[config.mk]
export PLATFORM = sky130hd
export DESIGN_NAME = fan_pwm_speed_control
export DESIGN_NICKNAME = d
export VERILOG_FILES = /design/src/fan_pwm_pkg.sv /design/src/pwm_clk_if.sv /design/src/pwm_prescaler.sv /design/src/fan_pwm_speed_control.sv
export SDC_FILE = /design/constraint.sdc
export NUM_CORES = 1
export LEC_CHECK = 0
export ABC_AREA = 1
export BUFFER_PORTS_ARGS = -buffer_cell sky130_fd_sc_hd__buf_2
export CAP_MARGIN = 20
export CORE_ASPECT_RATIO = 1.75
export CORE_MARGIN = 2
export CORE_UTILIZATION = 40
export DETAILED_ROUTE_END_ITERATION = 8
export PLACE_DENSITY = 0.61
export REMOVE_ABC_BUFFERS = 1
export SYNTH_ARGS = -nofsm -noshare
export SYNTH_HDL_FRONTEND = slang
export SYNTH_HIERARCHICAL = 1
export SYNTH_SLANG_ARGS = --single-unit
[constraint.sdc]
create_clock -name clk -period 3.6 [get_ports clk]
set_input_delay 0.72 -clock clk [delete_from_list [all_inputs] [get_ports clk]]
set_output_delay 0.72 -clock clk [all_outputs]
set_load 0.01 [all_outputs]
[src/fan_pwm_pkg.sv]
package fan_pwm_pkg;

  // Register byte offsets on the 32-bit register bus.
  localparam logic [11:0] PRESCALE_OFFS = 12'h000;
  localparam logic [11:0] DUTY_OFFS = 12'h004;
  localparam logic [11:0] CTRL_OFFS = 12'h008;
  localparam logic [11:0] STATUS_OFFS = 12'h00C;

  // Field positions.
  localparam int CLK_SEL_BIT = 7;
  localparam int PRE_MSB = 6;
  localparam int CTRL_EN_BIT = 0;
  localparam int CTRL_INV_BIT = 1;
  localparam int STAT_PWM_BIT = 8;
  localparam int STAT_OUT_BIT = 9;

  // Reset values.
  localparam logic [7:0] PRESCALE_RST = 8'h00;
  localparam logic [7:0] DUTY_RST = 8'hFF;
  localparam logic CTRL_EN_RST = 1'b1;
  localparam logic CTRL_INV_RST = 1'b0;

  // Duty extremes.
  localparam logic [7:0] DUTY_ZERO = 8'h00;
  localparam logic [7:0] DUTY_FULL = 8'hFF;
  localparam logic [7:0] CNT_LAST = 8'hFF;

  // Rates in kHz: system clock and the two selectable source clocks.
  localparam int SYS_CLK_KHZ = 125000;
  localparam int FAST_SRC_KHZ = 24000;
  localparam int SLOW_SRC_KHZ = 200;
  localparam logic [17:0] ACC_MOD = 18'(SYS_CLK_KHZ);
  localparam logic [17:0] FAST_STEP = 18'(FAST_SRC_KHZ);
  localparam logic [17:0] SLOW_STEP = 18'(SLOW_SRC_KHZ);

  // Bus responses.
  localparam logic [1:0] RESP_OKAY = 2'h0;
  localparam logic [1:0] RESP_SLVERR = 2'h2;

  typedef enum {REG_PRESCALE, REG_DUTY, REG_CTRL, REG_STATUS, REG_NONE} reg_sel_t;

endpackage

[src/pwm_clk_if.sv]
`timescale 1ns/1ps
interface pwm_clk_if;
  logic clk_sel;
  logic [6:0] pre;
  logic run;
  logic tick;
  modport ctrl (output clk_sel, output pre, output run, input tick);
  modport div (input clk_sel, input pre, input run, output tick);
endinterface

[src/pwm_prescaler.sv]
`timescale 1ns/1ps
module pwm_prescaler (
  input wire logic clk, // System clock, 125 MHz.
  input wire logic nrst, // Asynchronous reset, active low.
  pwm_clk_if.div cfg // Source select, divider and counter tick.
);

  logic [16:0] acc_reg;
  logic [17:0] acc_sum;
  logic src_tick;
  logic [6:0] div_cnt_reg;

  // Phase accumulator makes a one-cycle pulse at the selected source rate.
  always_comb begin
    acc_sum = {1'b0, acc_reg} + (cfg.clk_sel ? fan_pwm_pkg::SLOW_STEP : fan_pwm_pkg::FAST_STEP);
    src_tick = cfg.run && (acc_sum >= fan_pwm_pkg::ACC_MOD);
  end

  // The accumulator keeps its residue so the average rate is exact.
  always_ff @(posedge clk or negedge nrst) begin
    if (!nrst) begin
      acc_reg <= 17'h00000;
    end else if (!cfg.run) begin
      acc_reg <= 17'h00000;
    end else if (src_tick) begin
      acc_reg <= 17'(acc_sum - fan_pwm_pkg::ACC_MOD);
    end else begin
      acc_reg <= acc_sum[16:0];
    end
  end

  // Divide the source pulses by the divider field plus one.
  always_ff @(posedge clk or negedge nrst) begin
    if (!nrst) begin
      div_cnt_reg <= 7'h00;
    end else if (!cfg.run) begin
      div_cnt_reg <= 7'h00;
    end else if (src_tick) begin
      div_cnt_reg <= (div_cnt_reg >= cfg.pre) ? 7'h00 : div_cnt_reg + 7'h01;
    end
  end

  // With a zero divider every source pulse steps the counter.
  assign cfg.tick = src_tick && (div_cnt_reg >= cfg.pre);
endmodule

[src/fan_pwm_speed_control.sv]
// The AXI4-Lite interface to the registers and the address map were chosen for this implementation.
`timescale 1ns/1ps
module fan_pwm_speed_control (
  input wire logic clk, // System clock, 125 MHz.
  input wire logic nrst, // Asynchronous reset, active low.
  input wire logic [11:0] s_axi_awaddr, // Write address.
  input wire logic s_axi_awvalid, // Write address valid.
  output logic s_axi_awready, // Write address ready.
  input wire logic [31:0] s_axi_wdata, // Write data.
  input wire logic [3:0] s_axi_wstrb, // Write byte strobes.
  input wire logic s_axi_wvalid, // Write data valid.
  output logic s_axi_wready, // Write data ready.
  output logic [1:0] s_axi_bresp, // Write response.
  output logic s_axi_bvalid, // Write response valid.
  input wire logic s_axi_bready, // Write response ready.
  input wire logic [11:0] s_axi_araddr, // Read address.
  input wire logic s_axi_arvalid, // Read address valid.
  output logic s_axi_arready, // Read address ready.
  output logic [31:0] s_axi_rdata, // Read data.
  output logic [1:0] s_axi_rresp, // Read response.
  output logic s_axi_rvalid, // Read data valid.
  input wire logic s_axi_rready, // Read data ready.
  output logic fan_drive_out // Fan power control pin.
);

  logic [7:0] fan_pwm_prescale_reg;
  logic [7:0] fan_pwm_duty_reg;
  logic enable_reg;
  logic output_invert_cfg_reg;
  logic [7:0] cnt_reg;
  logic pwm_reg;
  logic pwm_next;
  logic fan_out_reg;
  logic aw_hold_reg;
  logic w_hold_reg;
  logic [11:0] awaddr_reg;
  logic [31:0] wdata_reg;
  logic [3:0] wstrb_reg;
  logic bvalid_reg;
  logic [1:0] bresp_reg;
  logic rvalid_reg;
  logic [31:0] rdata_reg;
  logic [1:0] rresp_reg;
  logic wr_fire;
  fan_pwm_pkg::reg_sel_t wr_sel;
  fan_pwm_pkg::reg_sel_t rd_sel;

  pwm_clk_if clk_link ();

  // Maps a byte address onto a register, unknown addresses to none.
  function automatic fan_pwm_pkg::reg_sel_t decode(input logic [11:0] addr);
    case (addr)
      fan_pwm_pkg::PRESCALE_OFFS: decode = fan_pwm_pkg::REG_PRESCALE;
      fan_pwm_pkg::DUTY_OFFS: decode = fan_pwm_pkg::REG_DUTY;
      fan_pwm_pkg::CTRL_OFFS: decode = fan_pwm_pkg::REG_CTRL;
      fan_pwm_pkg::STATUS_OFFS: decode = fan_pwm_pkg::REG_STATUS;
      default: decode = fan_pwm_pkg::REG_NONE;
    endcase
  endfunction

  // Address and data are each held until both are present.
  assign s_axi_awready = !aw_hold_reg && !bvalid_reg;
  assign s_axi_wready = !w_hold_reg && !bvalid_reg;
  assign wr_fire = aw_hold_reg && w_hold_reg && !bvalid_reg;
  assign wr_sel = decode(awaddr_reg);
  assign rd_sel = decode(s_axi_araddr);
  assign s_axi_bvalid = bvalid_reg;
  assign s_axi_bresp = bresp_reg;
  assign s_axi_arready = !rvalid_reg;
  assign s_axi_rvalid = rvalid_reg;
  assign s_axi_rdata = rdata_reg;
  assign s_axi_rresp = rresp_reg;

  // Write address and data capture, in either order.
  always_ff @(posedge clk or negedge nrst) begin
    if (!nrst) begin
      aw_hold_reg <= 1'b0;
      w_hold_reg <= 1'b0;
      awaddr_reg <= 12'h000;
      wdata_reg <= 32'h00000000;
      wstrb_reg <= 4'h0;
    end else begin
      if (s_axi_awvalid && s_axi_awready) begin
        aw_hold_reg <= 1'b1;
        awaddr_reg <= s_axi_awaddr;
      end else if (wr_fire) begin
        aw_hold_reg <= 1'b0;
      end
      if (s_axi_wvalid && s_axi_wready) begin
        w_hold_reg <= 1'b1;
        wdata_reg <= s_axi_wdata;
        wstrb_reg <= s_axi_wstrb;
      end else if (wr_fire) begin
        w_hold_reg <= 1'b0;
      end
    end
  end

  // Write response; unmapped or read-only addresses answer SLVERR.
  always_ff @(posedge clk or negedge nrst) begin
    if (!nrst) begin
      bvalid_reg <= 1'b0;
      bresp_reg <= fan_pwm_pkg::RESP_OKAY;
    end else if (wr_fire) begin
      bvalid_reg <= 1'b1;
      bresp_reg <= (wr_sel == fan_pwm_pkg::REG_NONE || wr_sel == fan_pwm_pkg::REG_STATUS) ?
        fan_pwm_pkg::RESP_SLVERR : fan_pwm_pkg::RESP_OKAY;
    end else if (s_axi_bready) begin
      bvalid_reg <= 1'b0;
    end
  end

  // Register writes; only byte lane 0 carries data.
  always_ff @(posedge clk or negedge nrst) begin
    if (!nrst) begin
      fan_pwm_prescale_reg <= fan_pwm_pkg::PRESCALE_RST;
      fan_pwm_duty_reg <= fan_pwm_pkg::DUTY_RST;
      enable_reg <= fan_pwm_pkg::CTRL_EN_RST;
      output_invert_cfg_reg <= fan_pwm_pkg::CTRL_INV_RST;
    end else if (wr_fire && wstrb_reg[0]) begin
      case (wr_sel)
        fan_pwm_pkg::REG_PRESCALE: fan_pwm_prescale_reg <= wdata_reg[7:0];
        fan_pwm_pkg::REG_DUTY: fan_pwm_duty_reg <= wdata_reg[7:0];
        fan_pwm_pkg::REG_CTRL: begin
          enable_reg <= wdata_reg[fan_pwm_pkg::CTRL_EN_BIT];
          output_invert_cfg_reg <= wdata_reg[fan_pwm_pkg::CTRL_INV_BIT];
        end
        default: begin
        end
      endcase
    end
  end

  // Read channel; data registered one cycle after the address is taken.
  always_ff @(posedge clk or negedge nrst) begin
    if (!nrst) begin
      rvalid_reg <= 1'b0;
      rdata_reg <= 32'h00000000;
      rresp_reg <= fan_pwm_pkg::RESP_OKAY;
    end else if (s_axi_arvalid && s_axi_arready) begin
      rvalid_reg <= 1'b1;
      rresp_reg <= fan_pwm_pkg::RESP_OKAY;
      rdata_reg <= 32'h00000000;
      case (rd_sel)
        fan_pwm_pkg::REG_PRESCALE: rdata_reg[7:0] <= fan_pwm_prescale_reg;
        fan_pwm_pkg::REG_DUTY: rdata_reg[7:0] <= fan_pwm_duty_reg;
        fan_pwm_pkg::REG_CTRL: begin
          rdata_reg[fan_pwm_pkg::CTRL_EN_BIT] <= enable_reg;
          rdata_reg[fan_pwm_pkg::CTRL_INV_BIT] <= output_invert_cfg_reg;
        end
        fan_pwm_pkg::REG_STATUS: begin
          rdata_reg[7:0] <= cnt_reg;
          rdata_reg[fan_pwm_pkg::STAT_PWM_BIT] <= pwm_reg;
          rdata_reg[fan_pwm_pkg::STAT_OUT_BIT] <= fan_out_reg;
        end
        default: rresp_reg <= fan_pwm_pkg::RESP_SLVERR;
      endcase
    end else if (s_axi_rready) begin
      rvalid_reg <= 1'b0;
    end
  end

  // Divider settings go to the prescaler, which returns the counter step.
  assign clk_link.clk_sel = fan_pwm_prescale_reg[fan_pwm_pkg::CLK_SEL_BIT];
  assign clk_link.pre = fan_pwm_prescale_reg[fan_pwm_pkg::PRE_MSB:0];
  assign clk_link.run = enable_reg;

  pwm_prescaler u_prescaler (
    .clk(clk),
    .nrst(nrst),
    .cfg(clk_link.div)
  );

  // Free-running 8-bit counter; it rests at zero while the drive is off.
  always_ff @(posedge clk or negedge nrst) begin
    if (!nrst) begin
      cnt_reg <= 8'h00;
    end else if (!enable_reg) begin
      cnt_reg <= 8'h00;
    end else if (clk_link.tick) begin
      cnt_reg <= cnt_reg + 8'h01;
    end
  end

  // High while enabled and count is below duty; full duty never goes low while enabled.
  assign pwm_next = enable_reg &&
    ((cnt_reg < fan_pwm_duty_reg) || (fan_pwm_duty_reg == fan_pwm_pkg::DUTY_FULL));

  // Output stage, optionally inverted on the pin.
  always_ff @(posedge clk or negedge nrst) begin
    if (!nrst) begin
      pwm_reg <= 1'b0;
      fan_out_reg <= 1'b0;
    end else begin
      pwm_reg <= pwm_next;
      fan_out_reg <= pwm_next ^ output_invert_cfg_reg;
    end
  end

  assign fan_drive_out = fan_out_reg;
endmodule

## Word-level counts from Yosys, hierarchy flattened

Index checks and enable logic that the tools add are counted.

- Add/sub/neg operators: 4
- Magnitude comparators: 3
- Eq/ne operators: 16
- Mux-type cells: 22
- Bitwise gates (word level): 1
- Reductions and logical operators: 29

Operators by type and width:

| cell | count |
|---|---|
| 32-bit by 2-bit == test with 1-bit output (second input constant) | 2 |
| 32-bit logical NOT | 2 |
| 12-bit by 4-bit == test with 1-bit output (second input constant) | 4 |
| 17-bit two-way mux | 2 |
| 32-bit by 1-bit == test with 1-bit output (second input constant) | 1 |
| 32-bit by 3-bit == test with 1-bit output (second input constant) | 1 |
| 32-bit by 4-bit == test with 1-bit output (second input constant) | 1 |
| 12-bit by 3-bit == test with 1-bit output (second input constant) | 2 |
| 12-bit logical NOT | 2 |
| 3-bit case mux with 4 select lines | 2 |
| 7-bit two-way mux | 3 |
| 17-bit by 15-bit adder with 18-bit output | 1 |
| 18-bit by 17-bit >= comparator with 1-bit output (second input constant) | 1 |
| 6-bit case mux with 3 select lines | 1 |
| 17-bit subtractor (second input constant) | 1 |
| 8-bit two-way mux | 2 |
| 15-bit two-way mux | 1 |
| 1-bit logical AND | 11 |
| 8-bit by 1-bit adder with 8-bit output (second input constant) | 1 |
| 8-bit == test (second input constant) | 1 |
| 8-bit less-than comparator | 1 |
| 2-bit case mux with 4 select lines | 1 |
| 2-bit nonzero test | 4 |
| 7-bit by 1-bit adder with 7-bit output (second input constant) | 1 |
| 11 further kinds | 26 |

- Bits in registers: 91
- Bits of input ports: 67
- Output and inout port bits: 42
- Logic and storage cells: 94

## Logic depth before layout (Yosys ltp)

- Word-level depth: 7
- Mapped depth: 25
- Mapped depth without buffers: 24

## Hierarchy

Netlist, hierarchy kept.

By module, submodules not included:

| module | times used | cells an instance | area an instance (µm²) | seq. area each (µm²) |
|---|---|---|---|---|
| fan_pwm_speed_control | 1 | 393 | 3360.7 | 1637.8 |
| pwm_prescaler | 1 | 306 | 2107.0 | 525.5 |

## Least setup slack after synthesis

No wires, ideal clock.

- Path kind: reg2reg
- Start: reg fan_pwm_prescale_reg[7]
- End: reg cnt_reg[7]
- Library setup time: 0.117 ns
- Arrival: 2.734 ns
- Required time: 3.483 ns
- Setup slack: 0.749 ns
- Stages on the path, launching flop included: 22
- Buffers on the path: 1
- Clock period less this slack: 2.851 ns
- Cell sequence: dfrtp_1 -> inv_1 -> ha_1 -> nand2_1 -> inv_1 -> a21oi_1 -> nand3_1 -> nand2_1 -> nand2_2 -> nor2_4 -> nand3_4 -> nand2_4 -> buf_12 -> nand2_8 -> nor2_1 -> nor2_1 -> nor2_2 -> nand3_1 -> nor3_1 -> nand2_1 -> nor2_1 -> nor2_1

- Word-level cells in the longest chain between the ends: 6

RTL lines:

| what | RTL line | source |
|---|---|---|
| start, declared | fan_pwm_speed_control.sv:26 | `logic [7:0] fan_pwm_prescale_reg;` |
| start signal, assigned | fan_pwm_speed_control.sv:116 | `fan_pwm_prescale_reg <= fan_pwm_pkg::PRESCALE_RST;` |
| start signal, assigned | fan_pwm_speed_control.sv:122 | `fan_pwm_pkg::REG_PRESCALE: fan_pwm_prescale_reg <= wdata_reg[7:0];` |
| 15-bit two-way mux | pwm_prescaler.sv:15 | `acc_sum = {1'b0, acc_reg} + (cfg.clk_sel ? fan_pwm_pkg::SLOW_STEP : fan_pwm_pkg::FAST_STEP);` |
| 17-bit by 15-bit adder with 18-bit output | pwm_prescaler.sv:15 |  |
| 18-bit by 17-bit >= comparator with 1-bit output | pwm_prescaler.sv:16 | `src_tick = cfg.run && (acc_sum >= fan_pwm_pkg::ACC_MOD);` |
| 1-bit logical AND | pwm_prescaler.sv:16 |  |
| 1-bit logical AND | pwm_prescaler.sv:44 | `assign cfg.tick = src_tick && (div_cnt_reg >= cfg.pre);` |
| named net clk_link.tick | pwm_clk_if.sv:6 | `logic tick;` |
| 2-bit by 1-bit inequality test with 1-bit output (no line) | - |  |
| end signal, assigned | fan_pwm_speed_control.sv:181 | `cnt_reg <= cnt_reg + 8'h01;` |
| end, declared | fan_pwm_speed_control.sv:30 | `logic [7:0] cnt_reg;` |

The timed path passes the listed nets, and every way through them passes these cells.
A chain may end at the register's enable or synchronous reset.

## Worst setup path in the final report

- Start: reg fan_pwm_prescale_reg[7]
- End: reg cnt_reg[5]

The elaborated chain is that of the path after synthesis.

==> impl_results.md <==
- Layout cell share with drive strength beyond 1: 23.5%
- Crit Path Category: flip-flop to flip-flop
- Fin worst setup slack: 311 ps
- CTS buffer count: 9
- Crit path max fanout: 4
- CP Data Required Time: 3830 ps
- Most common cell after layout, fill and taps aside: nand2_1
- Status: completed
- Antenna Violating Nets Remaining: 0
- Worst Hold Slack: 442 ps
- CP peak stage delay: 430 ps
- Number of global-route vias before repair: 4557
- Area grow syn2layout: 15.0%
- Unique masters post-synth: 45
- CTS Hold Bufs: 0
- Launch point of the worst path: fan_pwm_prescale_reg[7]
- Max reg flops: 14
- Drt total wl: 12.6 mm
- Pre-antenna DRT Iters: 5
- Fin. Hold Viols: 0
- Critical Path AT: 3520 ps
- Num ports: 109
- Async SR Flop Fraction: 100%
- Placed cell area: 5870 µm²
- Delay-heaviest family, CP: simple AND/OR/NAND/NOR gates
- Synth Area per Inst: 7.82 µm²
- M1 GR Usage: 20.1%
- CORE AREA: 13400 µm²
- Sequential area share after synthesis: 39.6%
- Die width: 92.4 µm
- Final design utilization: 47.0%
- First-pass GRT wire length: 21.3 mm
- Wirelength per Cell: 13.3 µm
- Design area: 6290 µm²
- GRT Total Usage: 18.5%
- Pins Over Slew Limit: 0
- Min Tclk post-route: 3290 ps
- GRT Residual Overflow: 0
- Pre-CTS setup slack: 175 ps
- DRC Markers: 0
- Post-Synthesis Cell Area: 5470 µm²
- Max cap viols: 0
- CP Buf/Inv Count: 5
- Avg Vias per Cell: 4.80
- Worst hold-check path type: primary input to asynchronous set/reset pin
- Initial drt markers: 175
- Slew Limit Headroom: 50.7%
- IO Port Bufs: 57
- Actual slew at the worst max-slew pin: 739 ps
- Die ar.: 14700 µm²
- Warnings from Yosys: 6
- Grt peak-use layer: met2
- Dpl hpwl: 10.1 mm
- CTS tree: done
- # rows: 56
- TNS Setup: 0 ps
- Ys flop type: dfrtp_1
- Crit share post-route: 91.4%
- GRT met3 Usage: 2.98%
- Pwr per Cell Area: 425 nW/µm²
- Post-synth EDFFs: 0
- Die Y-Extent: 159 µm
- Initial antenna violation count: 0
- Clk_skew: 8.15 ps
- Vias: 4559
- Worst path cell trace: clkinvlp_4, buf_12, ha_4, nand2_1, nor2_1, nand2_1, nand4_1, nand3_2, nor2_4, nand3_4, nand2_4, nand2_8, nor2_2, buf_4, nor2_1, nor2_2, nand3_2, nor3_2, buf_4, buf_4, nor2_1
- Placer Congestion: 0.854
- N_diodes: 0
- Initial Utilization: 40.9%
- Pleak: 3.30 nW
- Placed insts: 927
- Most frequent cells in the layout: nand2_1 (194), inv_1 (85), dfrtp_1 (76)
- Critical Path Start Type: flip-flop
- Max IR drop VDD: 0.470 mV
- Clock Pin Slew Worst Setup and Hold Paths: 60 ps
- Finish-stage setup viols: 0
- Worst reg2reg path startpoint: fan_pwm_prescale_reg[7]
- GRT met2 Usage: 35.7%
- Fmax: 304 MHz
- Critical path's slowest cell: dfrtp_2
- Design Power: 2.67 mW
- Nets@finish: 863
- Largest net degree at the start of global routing: 58
- Clk_lat worst skew: 340 ps
- Finished Layout Cells: 950
- FF+latch count, synth: 86
- CP Capture Type: flip-flop
- Bufs on Longest Clock Path: 2
- Clock sink total: 86
- Htree depth: 3
- Syn Inst Count: 699
- Root buffer cell: clkbuf_16
-- final timing paths --
path                                       end  slack [ps]  cells after the start
min in group clk                s_axi_rdata[9]         470                      2
worst min-delay path             awaddr_reg[7]         440                      1
worst max-delay path                cnt_reg[5]         310                     21
worst min register to register  s_axi_rdata[9]         470                      2
worst max register to register      cnt_reg[5]         310                     21
max in group asynchronous         clk_link.run        2410                      2
-- per-layer routing --
metal	vias up	routed length [µm]
met4	0	265
met1	2117	4820
met5	-	0
li1	2332	-
met2	94	7120
met3	16	425
-- cell families after synthesis --
logic type      synth area share, %
compound gates                 8.19
xor+xnor                       1.46
fa+ha+maj                      5.49
buf+inv                        10.8
flops                          39.6
mux                            2.06
other cells                  0.0686
simple gates                   32.3
-- final cells by class --
type	instances	area, µm²
Sequential cell	86	2160
Fill cell	1350	7090
Tap cell	174	218
Timing Repair Buffer	73	420
Inverter	90	342
Multi-Input combinational cell	512	2860
Clock inverter	5	50.0
Clock buffer	10	239
-- cell usage after synthesis, types with 4 or more instances --
master   number  area share (%)
a21oi_1      33             3.0
o21ai_0      19             1.7
o21ai_2      14             2.2
nand3_1      43             3.9
inv_2         4            0.27
dfrtp_1      77              35
nor3_1        7            0.64
xor2_1        4            0.64
nor2_2        7            0.80
buf_4        24             3.3
nand2_4       5             1.0
ha_1         24             5.5
nand4_1      13             1.5
inv_1        86             5.9
nand2_1     194              13
dfstp_2       9             4.3
nand3_2      12             2.2
nand2_2      10             1.1
buf_2         4            0.37
mux2_2       10             2.1
nor2_1       65             4.5
o21ai_1       4            0.37
-- power by group --
group	internal [mW]	switching (mW)
logic	0.206	0.358
clock network	0.547	0.359
registers	1.12	0.0854
total	1.87	0.802
-- timing repair --
action                     4_1_cts  5_1_grt
gates resized for setup          0       11
setup endpoints to repair        0        4
buffers inserted                 0        8
Power figures use the tool's default switching activity.
